`src/hw/irq_flag_pkg.sv`:
```
package irq_flag_pkg;

    // -------------------------------------------------------------------
    // register indices and byte addresses
    // -------------------------------------------------------------------
    localparam logic [7:0] CPU_FLAGS_IDX = 8'h0a;
    localparam logic [7:0] IRQ_CONTROL_IDX = 8'h0b;
    localparam logic [11:0] CPU_FLAGS_ADDR = {2'h0, CPU_FLAGS_IDX, 2'h0};
    localparam logic [11:0] IRQ_CONTROL_ADDR = {2'h0, IRQ_CONTROL_IDX, 2'h0};

    // -------------------------------------------------------------------
    // field positions
    // -------------------------------------------------------------------
    localparam int CARRY_BIT = 0;
    localparam int HALF_CARRY_BIT = 1;
    localparam int ZERO_BIT = 2;
    localparam int WRAP_BIT = 3;
    localparam int SLEEP_BIT = 4;
    localparam int EXPIRED_BIT = 5;
    localparam int GLOBAL_EN_BIT = 0;
    localparam int EXT_EN_BIT = 1;
    localparam int TIMER_EN_BIT = 2;
    localparam int EXT_PEND_BIT = 4;
    localparam int TIMER_PEND_BIT = 5;

    // -------------------------------------------------------------------
    // reset values, vectors, stack
    // -------------------------------------------------------------------
    localparam logic [3:0] ARITH_FLAGS_RST = 4'h0;
    localparam logic [9:0] VEC_EXT = 10'h004;
    localparam logic [9:0] VEC_TIMER = 10'h008;
    localparam int STACK_LEVELS = 4;

    // alu operation classes seen by the flag logic
    typedef enum logic [2:0] {
        ALU_ADD, ALU_ADC, ALU_SUB, ALU_SBC, ALU_LOGIC, ALU_RLC, ALU_RRC
    } alu_op_t;

endpackage

```
`src/hw/flag_calc_if.sv`:
```
`timescale 1ns/1ps
`default_nettype none

// operands in, new flag values and update strobes out
interface flag_calc_if;
    import irq_flag_pkg::*;
    logic op_valid;
    alu_op_t op;
    logic [7:0] a;
    logic [7:0] b;
    logic [7:0] res;
    logic c_in;
    logic c_out;
    logic hc_out;
    logic z_out;
    logic wrap_out;
    logic upd_arith;
    logic upd_c;
    logic upd_z;
    modport calc (input op_valid, op, a, b, res, c_in,
                  output c_out, hc_out, z_out, wrap_out, upd_arith, upd_c, upd_z);
    modport user (output op_valid, op, a, b, res, c_in,
                  input c_out, hc_out, z_out, wrap_out, upd_arith, upd_c, upd_z);
endinterface

`default_nettype wire

```
`src/hw/flag_calc.sv`:
```
`timescale 1ns/1ps
`default_nettype none

module flag_calc
    import irq_flag_pkg::*;
(
    flag_calc_if.calc fc // operands and flag results
);

    // -------------------------------------------------------------------
    // adder with carry, half carry and wrap
    // -------------------------------------------------------------------
    // returns {carry, half carry, wrap, sum}
    function automatic logic [10:0] add_flags(input logic [7:0] x, input logic [7:0] y,
                                              input logic cin);
        logic [4:0] low;
        logic [7:0] upto7;
        logic [8:0] full;
        low = {1'b0, x[3:0]} + {1'b0, y[3:0]} + {4'h0, cin};
        upto7 = {1'b0, x[6:0]} + {1'b0, y[6:0]} + {7'h0, cin};
        full = {1'b0, x} + {1'b0, y} + {8'h0, cin};
        return {full[8], low[4], full[8] ^ upto7[7], full[7:0]};
    endfunction

    logic [10:0] sum;

    // subtraction adds the complement; carry out means no borrow
    always_comb begin
        sum = 11'h0;
        fc.c_out = 1'b0;
        fc.hc_out = 1'b0;
        fc.wrap_out = 1'b0;
        fc.z_out = (fc.res == 8'h00); // RL6
        fc.upd_arith = 1'b0;
        fc.upd_c = 1'b0;
        fc.upd_z = 1'b0;
        unique case (fc.op)
            ALU_ADD, ALU_ADC: begin
                sum = add_flags(fc.a, fc.b, (fc.op == ALU_ADC) & fc.c_in); // RL4
            end
            ALU_SUB, ALU_SBC: begin
                sum = add_flags(fc.a, ~fc.b, (fc.op == ALU_SBC) ? fc.c_in : 1'b1); // RL4
            end
            ALU_LOGIC: begin
                fc.upd_z = fc.op_valid; // RL6
            end
            ALU_RLC: begin
                fc.c_out = fc.a[7]; // RL4
                fc.upd_c = fc.op_valid;
            end
            ALU_RRC: begin
                fc.c_out = fc.a[0]; // RL4
                fc.upd_c = fc.op_valid;
            end
        endcase
        if (fc.op inside {ALU_ADD, ALU_ADC, ALU_SUB, ALU_SBC}) begin
            fc.c_out = sum[10]; // RL4
            fc.hc_out = sum[9]; // RL5
            fc.wrap_out = sum[8]; // RL7
            fc.z_out = (sum[7:0] == 8'h00); // RL6
            fc.upd_arith = fc.op_valid;
        end
    end

endmodule // flag_calc

`default_nettype wire

```
`src/hw/interrupt_and_flag_unit.sv`:
```
// Behaviour
// RL1: flag writes leave sleep and expiry flags
// RL2: expiry flag: clear on clear/sleep, set timeout
// RL3: sleep flag: clear on watchdog clear, set sleep
// RL4: carry from add, no-borrow, rotate through carry
// RL5: half carry from low nibble
// RL6: zero flag marks zero result
// RL7: wrap flag when msb carries disagree
// RL8: unused bits read as zero
// RL9: only program counter pushed on entry
// RL10: service clears global enable; requests still latch
// RL11: full stack holds off acknowledge
// RL12: falling pin edge sets external pending
// RL13: external service calls 04h, clears pending, enable
// RL14: timer overflow pending; service calls 08h
// RL15: isr return sets global enable; plain return not
// RL16: requests serviced at next phase-two pulse
// RL17: external beats timer; global enable masks both
// RL18: control bits 0 global, 1 external, 2 timer
// RL19: pending holds until serviced or cleared
// RL20: routine re-enables for nesting
// RL21: both sources wake from sleep
// RL22: arithmetic flags track operations and writes
// RL23: return stack four levels deep
// RL24: hardware set beats software clear
//
// Register access over APB is this design's own decision.
`timescale 1ns/1ps
`default_nettype none

module interrupt_and_flag_unit
    import irq_flag_pkg::*;
#(
    parameter int STACK_DEPTH = STACK_LEVELS
) (
    input wire logic clock, // 40 MHz clock
    input wire logic rst, // async reset, active high
    input wire logic psel, // apb select
    input wire logic penable, // apb access phase
    input wire logic pwrite, // apb write
    input wire logic [11:0] paddr, // apb byte address
    input wire logic [31:0] pwdata, // apb write data
    input wire logic [3:0] pstrb, // apb byte strobes
    output logic [31:0] prdata, // apb read data
    output logic pready, // apb ready
    output logic pslverr, // apb error on unmapped address
    input wire logic phase_two_pulse, // request sampling strobe
    input wire logic alu_op_valid, // alu result this cycle
    input wire alu_op_t alu_op, // alu operation class
    input wire logic [7:0] alu_a, // first operand
    input wire logic [7:0] alu_b, // second operand
    input wire logic [7:0] alu_result, // logic or inc/dec result
    input wire logic watchdog_clear_instr, // watchdog clear executed
    input wire logic sleep_instr, // sleep executed
    input wire logic watchdog_timeout, // watchdog expired
    input wire logic timer_overflow, // timer overflow event
    input wire logic call_instr, // subroutine call executed
    input wire logic subroutine_exit_instr, // plain return executed
    input wire logic return_from_isr, // isr return executed
    input wire logic ext_irq_n_pin, // external request pin, active low
    output logic irq_call, // vectored call pulse
    output logic [9:0] irq_vector, // call target
    output logic stack_push, // push program counter pulse
    output logic [2:0] return_stack_index, // stack fill level
    output logic stack_full, // stack holds all levels
    output logic wake_req, // wake from sleep pulse
    output logic carry_flag // carry for chained ops
);

    // -------------------------------------------------------------------
    // state
    // -------------------------------------------------------------------
    logic [3:0] arith_r; // wrap, zero, half carry, carry
    logic sleep_entered_flag_r;
    logic watchdog_expired_flag_r;
    logic global_irq_enable_r;
    logic ext_irq_enable_r;
    logic timer_irq_enable_r;
    logic ext_irq_pending_r;
    logic timer_irq_pending_r;
    logic [2:0] pin_sync_r; // two sync stages plus edge history
    logic [2:0] depth_r;
    logic irq_call_r;
    logic [9:0] irq_vector_r;
    logic push_r;
    logic wake_r;
    logic [31:0] prdata_r;
    logic pslverr_r;

    logic wr_flags;
    logic wr_irq_control;
    logic ext_fall;
    logic ext_ok;
    logic timer_ok;
    logic ack;
    logic ack_ext;
    logic ack_timer;
    logic push;
    logic pop;
    logic [7:0] flags_view;
    logic [7:0] irq_control_view;

    flag_calc_if fc ();

    // -------------------------------------------------------------------
    // apb slave
    // -------------------------------------------------------------------
    function automatic logic addr_hit(input logic [11:0] addr, input logic [11:0] reg_addr);
        return addr == reg_addr;
    endfunction

    // writes land in the access phase; only the low lane carries data
    assign wr_flags = psel & penable & pwrite & pstrb[0] & addr_hit(paddr, CPU_FLAGS_ADDR);
    assign wr_irq_control = psel & penable & pwrite & pstrb[0] & addr_hit(paddr, IRQ_CONTROL_ADDR);
    assign pready = psel & penable;
    assign prdata = prdata_r;
    assign pslverr = pslverr_r;

    // register views with unused bits tied low
    assign flags_view = {2'b00, watchdog_expired_flag_r, sleep_entered_flag_r, arith_r}; // RL8
    assign irq_control_view = {2'b00, timer_irq_pending_r, ext_irq_pending_r, 1'b0,
                        timer_irq_enable_r, ext_irq_enable_r, global_irq_enable_r}; // RL8

    // read data and error captured in the setup phase
    always_ff @(posedge clock or posedge rst) begin
        if (rst) begin
            prdata_r <= 32'h0;
            pslverr_r <= 1'b0;
        end else if (psel & ~penable) begin
            pslverr_r <= ~(addr_hit(paddr, CPU_FLAGS_ADDR) | addr_hit(paddr, IRQ_CONTROL_ADDR));
            if (pwrite) begin
                prdata_r <= 32'h0;
            end else if (addr_hit(paddr, CPU_FLAGS_ADDR)) begin
                prdata_r <= {24'h0, flags_view}; // RL8
            end else if (addr_hit(paddr, IRQ_CONTROL_ADDR)) begin
                prdata_r <= {24'h0, irq_control_view}; // RL8
            end else begin
                prdata_r <= 32'h0;
            end
        end
    end

    // -------------------------------------------------------------------
    // arithmetic flags
    // -------------------------------------------------------------------
    assign fc.op_valid = alu_op_valid;
    assign fc.op = alu_op;
    assign fc.a = alu_a;
    assign fc.b = alu_b;
    assign fc.res = alu_result;
    assign fc.c_in = arith_r[CARRY_BIT];
    assign carry_flag = arith_r[CARRY_BIT];

    flag_calc u_flag_calc (
        .fc(fc)
    );

    // a direct write wins over an alu update in the same cycle
    always_ff @(posedge clock or posedge rst) begin
        if (rst) begin
            arith_r <= ARITH_FLAGS_RST;
        end else if (wr_flags) begin
            arith_r <= pwdata[3:0]; // RL22 RL1
        end else begin
            if (fc.upd_arith) begin
                arith_r <= {fc.wrap_out, fc.z_out, fc.hc_out, fc.c_out}; // RL22
            end else if (fc.upd_c) begin
                arith_r[CARRY_BIT] <= fc.c_out; // RL4
            end else if (fc.upd_z) begin
                arith_r[ZERO_BIT] <= fc.z_out; // RL6
            end
        end
    end

    // -------------------------------------------------------------------
    // sleep and watchdog flags, never touched by writes
    // -------------------------------------------------------------------
    always_ff @(posedge clock or posedge rst) begin
        if (rst) begin
            sleep_entered_flag_r <= 1'b0;
            watchdog_expired_flag_r <= 1'b0;
        end else begin
            if (sleep_instr) begin
                sleep_entered_flag_r <= 1'b1; // RL3
            end else if (watchdog_clear_instr) begin
                sleep_entered_flag_r <= 1'b0; // RL3
            end
            if (watchdog_timeout) begin
                watchdog_expired_flag_r <= 1'b1; // RL2
            end else if (watchdog_clear_instr | sleep_instr) begin
                watchdog_expired_flag_r <= 1'b0; // RL2
            end
        end
    end

    // -------------------------------------------------------------------
    // external pin synchroniser and edge detect
    // -------------------------------------------------------------------
    always_ff @(posedge clock or posedge rst) begin
        if (rst) begin
            pin_sync_r <= 3'h7;
        end else begin
            pin_sync_r <= {pin_sync_r[1:0], ext_irq_n_pin};
        end
    end

    assign ext_fall = pin_sync_r[2] & ~pin_sync_r[1]; // RL12

    // -------------------------------------------------------------------
    // acknowledge decision at the phase-two pulse
    // -------------------------------------------------------------------
    assign ext_ok = ext_irq_enable_r & ext_irq_pending_r;
    assign timer_ok = timer_irq_enable_r & timer_irq_pending_r;
    assign ack = phase_two_pulse & global_irq_enable_r & (ext_ok | timer_ok)
               & ~stack_full; // RL16 RL11 RL17
    assign ack_ext = ack & ext_ok; // RL17
    assign ack_timer = ack & ~ext_ok; // RL17

    // -------------------------------------------------------------------
    // interrupt control register
    // -------------------------------------------------------------------
    // global enable: service clears, write loads, isr return sets
    always_ff @(posedge clock or posedge rst) begin
        if (rst) begin
            global_irq_enable_r <= 1'b0;
        end else if (ack) begin
            global_irq_enable_r <= 1'b0; // RL10 RL13 RL14
        end else if (wr_irq_control) begin
            global_irq_enable_r <= pwdata[GLOBAL_EN_BIT]; // RL18
        end else if (return_from_isr) begin
            global_irq_enable_r <= 1'b1; // RL15
        end
    end

    // source enables are software owned
    always_ff @(posedge clock or posedge rst) begin
        if (rst) begin
            ext_irq_enable_r <= 1'b0;
            timer_irq_enable_r <= 1'b0;
        end else if (wr_irq_control) begin
            ext_irq_enable_r <= pwdata[EXT_EN_BIT]; // RL18
            timer_irq_enable_r <= pwdata[TIMER_EN_BIT]; // RL18
        end
    end

    // pending flags: hardware set beats write and service clear
    always_ff @(posedge clock or posedge rst) begin
        if (rst) begin
            ext_irq_pending_r <= 1'b0;
            timer_irq_pending_r <= 1'b0;
        end else begin
            if (ext_fall) begin
                ext_irq_pending_r <= 1'b1; // RL12 RL24 RL10
            end else if (wr_irq_control) begin
                ext_irq_pending_r <= pwdata[EXT_PEND_BIT]; // RL19
            end else if (ack_ext) begin
                ext_irq_pending_r <= 1'b0; // RL13
            end
            if (timer_overflow) begin
                timer_irq_pending_r <= 1'b1; // RL14 RL24 RL10
            end else if (wr_irq_control) begin
                timer_irq_pending_r <= pwdata[TIMER_PEND_BIT]; // RL19
            end else if (ack_timer) begin
                timer_irq_pending_r <= 1'b0; // RL14
            end
        end
    end

    // -------------------------------------------------------------------
    // vectored call and program counter push
    // -------------------------------------------------------------------
    always_ff @(posedge clock or posedge rst) begin
        if (rst) begin
            irq_call_r <= 1'b0;
            irq_vector_r <= 10'h000;
            push_r <= 1'b0;
        end else begin
            irq_call_r <= ack;
            push_r <= push; // RL9
            if (ack) begin
                irq_vector_r <= ack_ext ? VEC_EXT : VEC_TIMER; // RL13 RL14 RL17
            end
        end
    end

    assign irq_call = irq_call_r;
    assign irq_vector = irq_vector_r;
    assign stack_push = push_r;

    // -------------------------------------------------------------------
    // return stack fill level
    // -------------------------------------------------------------------
    assign push = ack | call_instr; // RL9
    assign pop = subroutine_exit_instr | return_from_isr;
    assign stack_full = (depth_r == 3'(STACK_DEPTH)); // RL23

    // an overflowing call keeps the level at the top
    always_ff @(posedge clock or posedge rst) begin
        if (rst) begin
            depth_r <= 3'h0;
        end else if (push & ~pop & ~stack_full) begin
            depth_r <= depth_r + 3'h1; // RL23
        end else if (pop & ~push & (depth_r != 3'h0)) begin
            depth_r <= depth_r - 3'h1; // RL11
        end
    end

    assign return_stack_index = depth_r;

    // -------------------------------------------------------------------
    // wake from sleep on a fresh request
    // -------------------------------------------------------------------
    always_ff @(posedge clock or posedge rst) begin
        if (rst) begin
            wake_r <= 1'b0;
        end else begin
            wake_r <= sleep_entered_flag_r & ((ext_fall & ~ext_irq_pending_r)
                    | (timer_overflow & ~timer_irq_pending_r)); // RL21
        end
    end

    assign wake_req = wake_r;
endmodule // interrupt_and_flag_unit

`default_nettype wire

```
`config.mk`:
```
export PLATFORM = sky130hd
export DESIGN_NAME = interrupt_and_flag_unit
export DESIGN_NICKNAME = d
export VERILOG_FILES = /design/src/hw/irq_flag_pkg.sv /design/src/hw/flag_calc_if.sv /design/src/hw/flag_calc.sv /design/src/hw/interrupt_and_flag_unit.sv
export SDC_FILE = /design/constraint.sdc
export NUM_CORES = 1
export LEC_CHECK = 0
export BUFFER_PORTS_ARGS = -buffer_cell sky130_fd_sc_hd__buf_2
export CORE_UTILIZATION = 49
export DETAILED_ROUTE_END_ITERATION = 10
export PLACE_DENSITY = 0.87
export RECOVER_POWER = 50
export SLEW_MARGIN = 5
export SYNTH_ARGS = -nofsm -noshare
export SYNTH_HDL_FRONTEND = slang
export SYNTH_SLANG_ARGS = --single-unit
```
`constraint.sdc`:
```
create_clock -name clock -period 4.1 [get_ports clock]
set_input_delay 0.41 -clock clock [delete_from_list [all_inputs] [get_ports clock]]
set_output_delay 0.41 -clock clock [all_outputs]
set_load 0.03 [all_outputs]
```
# --- Yosys cells after proc, flatten, opt, wreduce, memory -nomap -nowiden ---
# Cells that the tools add are included.
totals:
  reg_bits: 63
  output_inout_bits: 52
  elab_cells: 137
classes:
  n_addsub: 14
  eq_ne: 10
  mux: 37
  n_bitwise: 40
  reduce_logical: 18
ops:
  columns: ["operator", "count"]
  rows:
  - ["2-to-1 mux 1 bit", 28]
  - ["equality test 12 x 6 -> 1 bit (second input constant)", 2]
  - ["bitwise AND 1 bit", 22]
  - ["one-hot mux 11 bit (2 select lines)", 1]
  - ["adder 8 x 8 -> 9 bit", 2]
  - ["adder 9 x 1 -> 9 bit", 2]
  - ["2-to-1 mux 6 bit", 3]
  - ["nonzero test 3 bit", 6]
  - ["adder 7 x 7 -> 8 bit", 2]
  - ["adder 8 x 1 -> 8 bit", 2]
  - ["zero test 8 bit", 2]
  - ["equality test 3 bit (second input constant)", 4]
  - ["adder 4 x 4 -> 5 bit", 2]
  - ["adder 5 x 1 -> 5 bit", 2]
  - ["inverter 1 bit", 9]
  - ["2-to-1 mux 4 bit", 2]
  - ["inverter 8 bit", 1]
  - ["nonzero test 2 bit", 4]
  - ["equality test 3 x 2 -> 1 bit (second input constant)", 2]
  - ["2-to-1 mux 3 bit", 2]
  - ["bitwise OR 1 bit", 6]
  - ["OR reduction 2 bit", 3]
  - ["nonzero test 4 bit", 1]
  - ["adder 3 x 1 -> 3 bit (second input constant)", 1]
  - ["other kinds (7)", 8]

# --- Logic depth before layout (Yosys ltp) ---
# Gate-level depths: netlist of the first run.
depth:
  depth_word: 11
  ltp_mapped: 13
  ltp_nobuf: 12

# --- By module ---
# From an unflattened synthesis of the first run, not the netlist that was laid out.
unflattened:
  hier_cells: 315
  area_unflattened_um2: 2723.9
by_module_without_submodules:
  columns: ["module", "n_inst", "cells_per_inst", "area_per_inst_um2", "seq_area_each_um2"]
  rows:
  - ["interrupt_and_flag_unit", 1, 172, 1700.4, 729.4]
  - ["flag_calc", 1, 143, 1023.5, 0.0]

# --- Least setup slack after synthesis of the first run ---
# No wires, ideal clock.
synth_path:
  kind: "in2reg"
  start: "input port alu_op[1]"
  end: "register arith_r[3]"
  setup_ns: 0.121
  t_arrival_ns: 2.701
  path_slack_ns: 1.278
  stages: 13
  path_cell_list: "clkbuf_1 -> inv_1 -> nand3_1 -> fa_1 -> inv_1 -> fa_1 -> nor2b_1 -> o21ai_0 -> a311oi_1 -> or3_1 -> a31oi_1 -> o21ai_0 -> a22o_2"
synth_via:
  elab_chain_cells: 8
  word_cells_on_any_way: 21
synth_rtl:
  columns: ["element", "line_no", "text"]
  rows:
  - ["from (decl)", "interrupt_and_flag_unit.sv:49", "input wire alu_op_t alu_op,"]
  - ["equality test 3 x 2 -> 1 bit / equality test 3 x 1 -> 1 bit (equally long branches)", null, null]
  - ["2-to-1 mux 1 bit / bitwise AND 1 bit (equally long branches)", "flag_calc.sv:42, flag_calc.sv:39", null]
  - ["adder 9 x 1 -> 9 bit / adder 8 x 1 -> 8 bit (equally long branches)", "flag_calc.sv:21, flag_calc.sv:20", null]
  - ["XOR 1 bit", "flag_calc.sv:22", "return {full[8], low[4], full[8] ^ upto7[7], full[7:0]};"]
  - ["one-hot mux 11 bit (2 select lines)", "flag_calc.sv:37", "unique case (fc.op)"]
  - ["2-to-1 mux 1 bit", "flag_calc.sv:56", "if (fc.op inside {ALU_ADD, ALU_ADC, ALU_SUB, ALU_SBC}) begin"]
  - ["2-to-1 mux 1 bit", "interrupt_and_flag_unit.sv:165", "if (fc.upd_arith) begin"]
  - ["2-to-1 mux 4 bit", "interrupt_and_flag_unit.sv:162", "end else if (wr_flags) begin"]
  - ["to (signal assigned)", "interrupt_and_flag_unit.sv:163", "arith_r <= pwdata[3:0];"]
  - ["to (signal assigned)", "interrupt_and_flag_unit.sv:166", "arith_r <= {fc.wrap_out, fc.z_out, fc.hc_out, fc.c_out};"]
  - ["to (signal, indexed assignment)", "interrupt_and_flag_unit.sv:168", "arith_r[CARRY_BIT] <= fc.c_out;"]
  - ["to (decl)", "interrupt_and_flag_unit.sv:73", "logic [3:0] arith_r;"]
# Several ways; a longest one is shown, not always the timed one. The select of a mux whose other input is x is not followed.
# A chain may end at the register's enable or synchronous reset.

# --- Worst setup path in the final report of the first run ---
layout_path:
  start: "input port alu_op[1]"
  end: "register arith_r[2]"
layout_via:
  elab_chain_cells: 10
  word_cells_on_any_way: 28
layout_rtl:
  columns: ["element", "line_no", "text"]
  rows:
  - ["equality test 3 x 2 -> 1 bit / equality test 3 x 1 -> 1 bit (equally long branches)", null, null]
  - ["2-to-1 mux 1 bit / bitwise AND 1 bit (equally long branches)", "flag_calc.sv:42, flag_calc.sv:39", null]
  - ["adder 9 x 1 -> 9 bit", "flag_calc.sv:21", "full = {1'b0, x} + {1'b0, y} + {8'h0, cin};"]
  - ["one-hot mux 11 bit (2 select lines)", "flag_calc.sv:37", null]
  - ["zero test 8 bit", "flag_calc.sv:60", "fc.z_out = (sum[7:0] == 8'h00);"]
  - ["2-to-1 mux 1 bit", "flag_calc.sv:56", null]
  - ["2-to-1 mux 1 bit", "interrupt_and_flag_unit.sv:169", "end else if (fc.upd_z) begin"]
  - ["2-to-1 mux 1 bit", "interrupt_and_flag_unit.sv:167", "end else if (fc.upd_c) begin"]
  - ["2-to-1 mux 1 bit", "interrupt_and_flag_unit.sv:165", null]
  - ["2-to-1 mux 4 bit", "interrupt_and_flag_unit.sv:162", null]
# Several ways; a longest one is shown, not always the timed one. The select of a mux whose other input is x is not followed.

==> results of run 1 <==
Yosys cell counts, types with 4 or more instances:
cell / instances / area share
o21ai_0: 20 / 0.039
nor3_1: 7 / 0.013
buf_4: 34 / 0.098
nor4_1: 4 / 0.0096
clkbuf_1: 5 / 0.0072
xnor2_1: 7 / 0.024
mux2i_1: 8 / 0.031
nor2_1: 15 / 0.022
dfrtp_1: 26 / 0.25
fa_1: 5 / 0.039
nand3_1: 9 / 0.017
nor2b_1: 9 / 0.022
inv_1: 25 / 0.036
nand2_1: 30 / 0.043
a21o_1: 4 / 0.012
a21oi_1: 12 / 0.023
ha_1: 14 / 0.068
nand2b_1: 8 / 0.019
sequential cells by signal, summed over array words and instances (netlist names), 2 cells and up:
register / cells
arith_r: 4
irq_vector: 2
pin_sync_r: 3
prdata: 6
return_stack_index: 3
cell type report:
class | instances | area, µm² | share of cell area
timing repair buffer | 78 | 377.9 | 0.1270
sequential | 29 | 729.5 | 0.2452
clock buffer | 8 | 90.09 | 0.03028
inverter | 25 | 93.84 | 0.03154
multi-input combinational | 241 | 1597 | 0.5366
tap | 70 | 87.58 | 0.02944
layer usage:
metal / vias to the layer above / GRT usage
met5: - / 0
met4: 0 / 0.08176
met3: 9 / 0.02410
met2: 77 / 0.3824
met1: 1064 / 0.2306
li1: 1138 / -
critical path: stages:
cell	delay (ns)
buf_2	0.15
inv_1	0.19
nand3_1	0.12
fa_1	0.40
inv_1	0.08
fa_1	0.41
a2111oi_0	0.43
nand4_1	0.15
a221oi_1	0.27
nand4_1	0.16
o31a_1	0.15
o21ai_2	0.11
worst paths after layout:
check | from | to | slack (ns)
max reg2reg | arith_r[0] | arith_r[2] | 1.33
max | alu_op[1] | arith_r[2] | 1.27
min in group asynchronous | rst | sleep_entered_flag_r | 0.38
min reg2reg | pin_sync_r[0] | pin_sync_r[1] | 0.36
max in group asynchronous | rst | prdata[4] | 3.08
min | ext_irq_n_pin | pin_sync_r[0] | 0.24
logic make-up (layout without fill, tap and decap cells):
| logic type | after synthesis | count (layout) | share of synthesized area |
|---|---|---|---|
| and+or+nand+nor | 99 | 99 | 0.2030 |
| buffers and inverters | 68 | 111 | 0.1514 |
| AOI/OAI and AO/OA | 67 | 67 | 0.1707 |
| DFF | 29 | 29 | 0.2811 |
| adders and majority gates | 19 | 19 | 0.1061 |
| muxes | 12 | 12 | 0.05256 |
| xor gates and xnor gates | 10 | 10 | 0.03375 |
| other | 1 | 34 | 0.001445 |
power groups by stage:
stage | clock (W) | sequential [W] | combinational [W]
after detailed placement | 0 | 0.000350 | 0.000381
after floorplan | 0 | 0.000382 | 0.000270
final | 0.000236 | 0.000347 | 0.000383
after global routing | 0.000252 | 0.000352 | 0.000422
after CTS | 0.000239 | 0.000346 | 0.000383
after global placement | 0 | 0.000347 | 0.000368
metrics by stage:
stage | util | cells | setup slack, ns | cell area, µm²
floorplan | - | 338 | 1.278 | 2719
global placement | 0.5674 | 443 | 1.060 | 2898
detailed placement | 0.5674 | 443 | 0.9929 | 2898
CTS | 0.5850 | 451 | 1.270 | 2988
global route | 0.5826 | 451 | 0.9997 | 2975
finish | 0.5826 | 451 | 1.272 | 2975
==> metrics, run 1 <==
M1 WL=2365 µm; dpl hpwl=4497 µm; fmax=353.6 MHz; Syn. warnings=0; die area=0.005591 mm²; Starting Density=0.5081; Max IR drop VDD=154.6 µV; pwr/cell area=324.4 mW/mm²; RSZ-0062 raised after global routing=false; Worst Skew=0.002752 ns; CTS tree=built; wire per inst=12.31 µm; GRT Overall Usage=0.2027; gr ovfl total=0; number of flops mapped to enable cells by yosys=0; FP Rows=26; Iter 0 DRT Violations=112; Switch Pwr=0.0003717 W; clock tree buffer depth=2; Worst Setup Start Kind=input pin; Layout Nets=489; total wire length=5554 µm; failing checks=DRC; Core ar.=0.005107 mm²; Post-CTS Setup Inserts=0; hold slack=0.2366 ns; Worst R2R Path Depth=10; Top Layer Used=met4; Reg power frac=0.359; WP data required=4.31 ns; synthesized area per cell=8.508 µm²; Logic pwr share=0.397; routed vias=2288; crit end category=flip-flop; met2 WL post-DR=2811 µm; Die Span Y=74.77 µm; #FFs+latches synth=29; htree depth=2; total power=0.0009652 W; Clock transition at path regs=0.06 ns; Max-Cap Viols=0; Final Hold Fails=0; Final min period=2.828 ns; internal power=0.0005934 W; cts bufs inserted=5; fillcell total=478; DRC Markers=1; I/O Pins=142; status=complete, but fails checks; Post-CTS Hold Buffers=0; Port Buffers=78; first-pass GRT wire length=8790 µm; Worst Hold Depth=1; post_cts resized=0; number of global-route vias before repair=2106; WS Path Type=in -> reg; CP Data Arrival Time=3.03 ns; Die Span X=74.77 µm; CTS root buffer=clkbuf_8; clock power share=0.244; Worst Tran Pin Value=1.041 ns; ys flop type=dfrtp_1; number of vias per cell=5.073; largest net degree at the start of global routing=30; CTS Sinks=29; Synth Instances=305; initial antenna violation count=0; Sw Share=0.3851; Clock Latency Late Sink=0.27 ns; Finish-stage setup viols=0; fin crit share=0.6897; Final GP Congestion=0.8285; Critical Path Fanout Max=8; register area share after synthesis=0.2811; Netlist cell types=54; most frequent cells in the layout=buf_2 (68), conb_1 (34), nand2_1 (30); leakage power=1.476 nW; setup TNS=0 ns; fraction of layout cells with a size suffix above 1=0.2362; headroom to the max-slew limit=0.3049; FFs w/ async S/R, synth=1.000; ANT cells=0; Worst Hold Class=in -> reg; commonest non-fill, non-tap cell in the layout=buf_2; pins over their slew limit=0; DRT antenna net count=0; Mapped Area=0.002595 mm²; wire length on met3=274 µm; Syn-to-layout area delta=14.66%; drt first pass iters=7
(Power assumes the default switching activity.)
==> run 2, diff against run 1 <==
--- a/config.mk
+++ b/config.mk
@@ -6,9 +6,9 @@
 export NUM_CORES = 1
 export LEC_CHECK = 0
 export BUFFER_PORTS_ARGS = -buffer_cell sky130_fd_sc_hd__buf_2
-export CORE_UTILIZATION = 49
+export CORE_UTILIZATION = 41
 export DETAILED_ROUTE_END_ITERATION = 10
-export PLACE_DENSITY = 0.87
+export PLACE_DENSITY = 0.78
 export RECOVER_POWER = 50
 export SLEW_MARGIN = 5
 export SYNTH_ARGS = -nofsm -noshare
==> constraint.sdc (replaced) <==
create_clock -name clock -period 2.6 [get_ports clock]
set_input_delay 0.26 -clock clock [delete_from_list [all_inputs] [get_ports clock]]
set_output_delay 0.26 -clock clock [all_outputs]
set_load 0.03 [all_outputs]
==> metrics, run 2 (same netlist as run 1, synthesis figures left out) <==
status=complete, no violations; leakage power=1.589 nW; CTS tree=built; FP Rows=28; total wire length=5647 µm; Endpoint, Worst Hold=pin_sync_r[0]; Layout Utilization=0.5235; pins over their slew limit=0; cts bufs inserted=5; Finish-stage setup viols=0; critical path cell sequence=nand3_1, fa_2, inv_1, fa_2, nor2b_2, buf_4, nor2_2, a21oi_1, mux4_2, nand4_1, o31a_1, o21ai_2; first-pass GRT wire length=8487 µm; DP Area=0.003009 mm²; Die Span X=81.56 µm; commonest non-fill, non-tap cell in the layout=buf_2; crit end category=flip-flop; fin crit share=0.9597; clock tree buffer depth=2; GRT Overall Usage=0.1644; gr ovfl total=0; Final Hold Fails=0; largest net degree at the start of global routing=30; Max-Cap Viols=0; die area=0.006651 mm²; launch point of the worst path=arith_r[0]; Die Span Y=81.56 µm; wire per inst=11.99 µm; CTS Sinks=29; Syn-to-layout area delta=21.55%; Worst R2R Path Depth=12; Worst Hold Class=in -> reg; CP max stage delay=0.48 ns; Clock transition at path regs=0.06 ns; pwr/cell area=490.2 mW/mm²; number of vias per cell=4.989; worst r2r dst=arith_r[2]; Switch Pwr=0.0006126 W; CTS root buffer=clkbuf_8; Layout Nets=504; headroom to the max-slew limit=0.01652; Worst Setup Start Kind=flip-flop; Worst Skew=0.007422 ns; htree depth=2; clock power share=0.228; total power=0.001546 W; hold slack=0.08702 ns; sequential cell area=729.5 µm²; internal power=0.0009336 W; fmax=400.8 MHz; number of global-route vias before repair=1995; routed vias=2350; WP data required=2.76 ns; Critical Path Fanout Max=3; drt first pass iters=4; flop2flop setup slack=0.10 ns; Logic pwr share=0.423; Reg power frac=0.349; Worst Hold Depth=1; r2r startpoint=arith_r[0]; Max IR drop VDD=470.9 µV; initial antenna violation count=0; number of flip-flops in the largest register=6; Iter 0 DRT Violations=98; Final GP Congestion=0.9126; Crit-path slowest cell=mux4_2; dpl hpwl=4532 µm; Final min period=2.495 ns; Worst Tran Pin Value=1.475 ns; Port Buffers=78; Clock Latency Late Sink=0.28 ns; Hold Startpoint=ext_irq_n_pin; Starting Density=0.4306; DRC Markers=0; setup TNS=0 ns; cell mode on critical path=fa_2; fraction of layout cells with a size suffix above 1=0.3207; ANT cells=0; DRT antenna net count=0; most frequent cells in the layout=buf_2 (77), conb_1 (34), nand2_1 (30); I/O Pins=142; fillcell total=588; post-route cell area=0.003154 mm²; WS Path Type=reg -> reg; Sw Share=0.3962; Core ar.=0.006026 mm²; Multi-input gate area=0.001653 mm²; CP Data Arrival Time=2.66 ns
-- run 2: metal layers --
layer	GRT usage	vias to the layer above	part of all wire
met2	0.3067	84	0.50
met1	0.1910	1085	0.42
met4	0.05000	0	0.0057
met5	0	-	0
li1	-	1177	-
met3	0.02444	4	0.067
-- run 2: cell type report --
type,instances,area share
clock buffer,5,0.02182
multi-input combinational,241,0.5240
clock inverter,3,0.005553
tap,75,0.02975
timing repair buffer,93,0.1579
inverter,25,0.02975
sequential,29,0.2313
-- run 2: worst max-delay path, delay by kind of cell (launching register included) --
family,cells,cell delay (ns)
adder cells (fa/ha/maj),2,0.54
AND/OR/NAND/NOR,4,0.48
multiplexers,1,0.48
flip-flops,1,0.40
AO/OA/AOI/OAI,3,0.29
buffers and inverters,2,0.19
-- run 2: worst max-delay path by stage --
stage	endpoint	slack (ns)
global route	arith_r[3]	-0.02
CTS	arith_r[2]	0.004
finish	arith_r[2]	0.10
detailed placement	arith_r[2]	-0.18
global placement	arith_r[3]	-0.14
floorplan	arith_r[3]	0.008
-- run 2: timing repair --
item                                    in CTS  in global routing
hold buffers                                 0                  0
buffers inserted                             0                  1
endpoints found under the setup margin       2                  3
gates cloned                                 0                  0
pin swaps                                    0                  6
gates resized for setup                      2                 17
-- run 2: through the flow --
step,cells,setup slack [ns]
3_3_place_gp,462,-0.1355
2_1_floorplan,338,0.007528
3_5_place_dp,462,-0.1762
4_1_cts,470,0.003747
6_report,471,0.1048
5_1_grt,471,-0.01514
-- run 2: power by group through the flow --
stage	Clock, W	Sequential [W]	Combinational, W
after floorplan	0	0.000602	0.000427
after global placement	0	0.000545	0.000610
after detailed placement	0	0.000549	0.000632
after CTS	0.000361	0.000541	0.000635
after global routing	0.000376	0.000548	0.000716
final	0.000353	0.000540	0.000653
==> run 3, diff against run 2 <==
--- a/config.mk
+++ b/config.mk
@@ -6,9 +6,11 @@
 export NUM_CORES = 1
 export LEC_CHECK = 0
 export BUFFER_PORTS_ARGS = -buffer_cell sky130_fd_sc_hd__buf_2
-export CORE_UTILIZATION = 41
+export CELL_PAD_IN_SITES_DETAIL_PLACEMENT = 0
+export CELL_PAD_IN_SITES_GLOBAL_PLACEMENT = 1
+export CORE_UTILIZATION = 29
 export DETAILED_ROUTE_END_ITERATION = 10
-export PLACE_DENSITY = 0.78
+export PLACE_DENSITY_LB_ADDON = 0.1
 export RECOVER_POWER = 50
 export SLEW_MARGIN = 5
 export SYNTH_ARGS = -nofsm -noshare
==> metrics, run 3 (same netlist as run 1, synthesis figures left out) <==
status=complete, no violations; critical path cell sequence=nand3_1, fa_2, inv_1, fa_2, nor2b_2, buf_4, nor2_2, a21oi_1, mux4_2, nand4_1, o31a_1, o21ai_2; Worst Hold Class=in -> async; number of flip-flops in the largest register=6; flop2flop setup slack=0.1 ns; Critical Path Fanout Max=3; DRT antenna net count=0; dpl hpwl=5342 µm; hold slack=0.02027 ns; Starting Density=0.2990; htree depth=2; crit end category=flip-flop; CP Data Arrival Time=2.67 ns; gr ovfl total=0; CTS root buffer=clkbuf_8; total wire length=6452 µm; Max-Cap Viols=0; largest net degree at the start of global routing=16; clock tree buffer depth=2; r2r startpoint=arith_r[0]; Die Span X=96.60 µm; cell mode on critical path=fa_2; ANT cells=0; I/O Pins=142; Buf/Inv on CP=2; Worst Setup Start Kind=flip-flop; fmax=399.7 MHz; Post-CTS Setup Inserts=0; Post-CTS Hold Buffers=0; RSZ-0062 raised after global routing=true; CTS Sinks=29; post-route cell area=0.003263 mm²; Top delay family on crit path=adder cells; pwr/cell area=497.4 mW/mm²; Syn-to-layout area delta=25.75%; CTS tree=built; cts bufs inserted=5; Crit-path slowest cell=mux4_2; Core ar.=0.008678 mm²; Clock transition at path regs=0.06 ns; first-pass GRT wire length=10130 µm; DP Area=0.003103 mm²; number of vias per cell=4.535; drt first pass iters=4; most frequent cells in the layout=buf_2 (77), conb_1 (34), nand2_1 (30); cell count along the critical path=12; Finish-stage setup viols=0; pins over their slew limit=0; leakage power=1.630 nW; Max IR drop VDD=172.4 µV; number of global-route vias before repair=2177; initial antenna violation count=0; Port Buffers=78; Final min period=2.502 ns; Worst Tran Pin Value=0.8488 ns; die area=0.009331 mm²; DRC Markers=0; wire per inst=12.65 µm; fin crit share=0.9623; commonest non-fill, non-tap cell in the layout=buf_2; Die Span Y=96.60 µm; Final Hold Fails=0; launch point of the worst path=arith_r[0]; FP Rows=34; routed vias=2313; fraction of layout cells with a size suffix above 1=0.3308; CP Capture Point=arith_r[2]; worst r2r dst=arith_r[2]; Worst R2R Path Depth=12; setup TNS=0 ns; WS Path Type=reg -> reg; CP max stage delay=0.47 ns; headroom to the max-slew limit=0.4341; Clock Latency Late Sink=0.29 ns; Iter 0 DRT Violations=43; WP data required=2.77 ns; fillcell total=964; Final GP Congestion=0.8139; Worst Skew=0.005807 ns; GRT Overall Usage=0.1421; Layout Nets=510
[run 3: what timing repair did]
item | 4_1_cts | 5_1_grt
endpoints found under the setup margin | 2 | 3
hold endpoints to repair | 0 | 0
resized for setup | 4 | 13
[run 3: layout make-up]
cell class | count | area [µm²] | share of cell area
Clock inverter | 1 | 5.005 | 0.001534
Tap cell | 108 | 135.1 | 0.04141
Clock buffer | 7 | 96.34 | 0.02952
Multi-Input combinational cell | 241 | 1660 | 0.5088
Sequential cell | 29 | 729.5 | 0.2235
Inverter | 25 | 93.84 | 0.02876
Timing Repair Buffer | 99 | 543.0 | 0.1664
[run 3: per-stage QoR]
step / util / instances / worst slack [ns] / power [W]
after floorplan: - / 338 / 0.007528 / 0.001029
after CTS: 0.3707 / 510 / 0.0008251 / 0.001624
after detailed placement: 0.3576 / 502 / -0.3226 / 0.001203
final: 0.3760 / 510 / 0.09791 / 0.001623
after global placement: 0.3576 / 502 / -0.2261 / 0.001194
after global routing: 0.3760 / 510 / -0.02322 / 0.001731
[run 3: worst min path at each step]
stage,startpoint,cells past startpoint,slack (ns),endpoint
floorplan,ext_irq_n_pin,0,0.26,pin_sync_r[0]
global placement,rst,2,0.35,ext_irq_pending_r
detailed placement,rst,2,0.35,ext_irq_pending_r
CTS,rst,2,0.04,irq_vector[3]
global route,rst,2,0.07,return_stack_index[1]
finish,rst,2,0.02,irq_vector[3]
[run 3: power by group]
group | leakage (nW) | internal, W | switching [W] | total [W]
clock network | 0.0542 | 0.000239 | 0.000174 | 0.000412
logic | 1.23 | 0.000266 | 0.000397 | 0.000663
registers | 0.349 | 0.000495 | 0.0000525 | 0.000547
total | 1.63 | 0.000999 | 0.000624 | 0.00162
[run 3: per-layer routing]
layer	share of wire	global-route usage
met5	0	0
met4	0.013	0.04044
met3	0.049	0.02582
met2	0.50	0.2582
met1	0.44	0.1697
[run 3: worst register-to-register path, delay by kind of cell (launching register included)]
kind / cells / cell delay, ns
mux: 1 / 0.47
flops: 1 / 0.40
fa+ha+maj: 2 / 0.54
simple gates: 4 / 0.48
buf+inv: 2 / 0.19
compound gates: 3 / 0.31
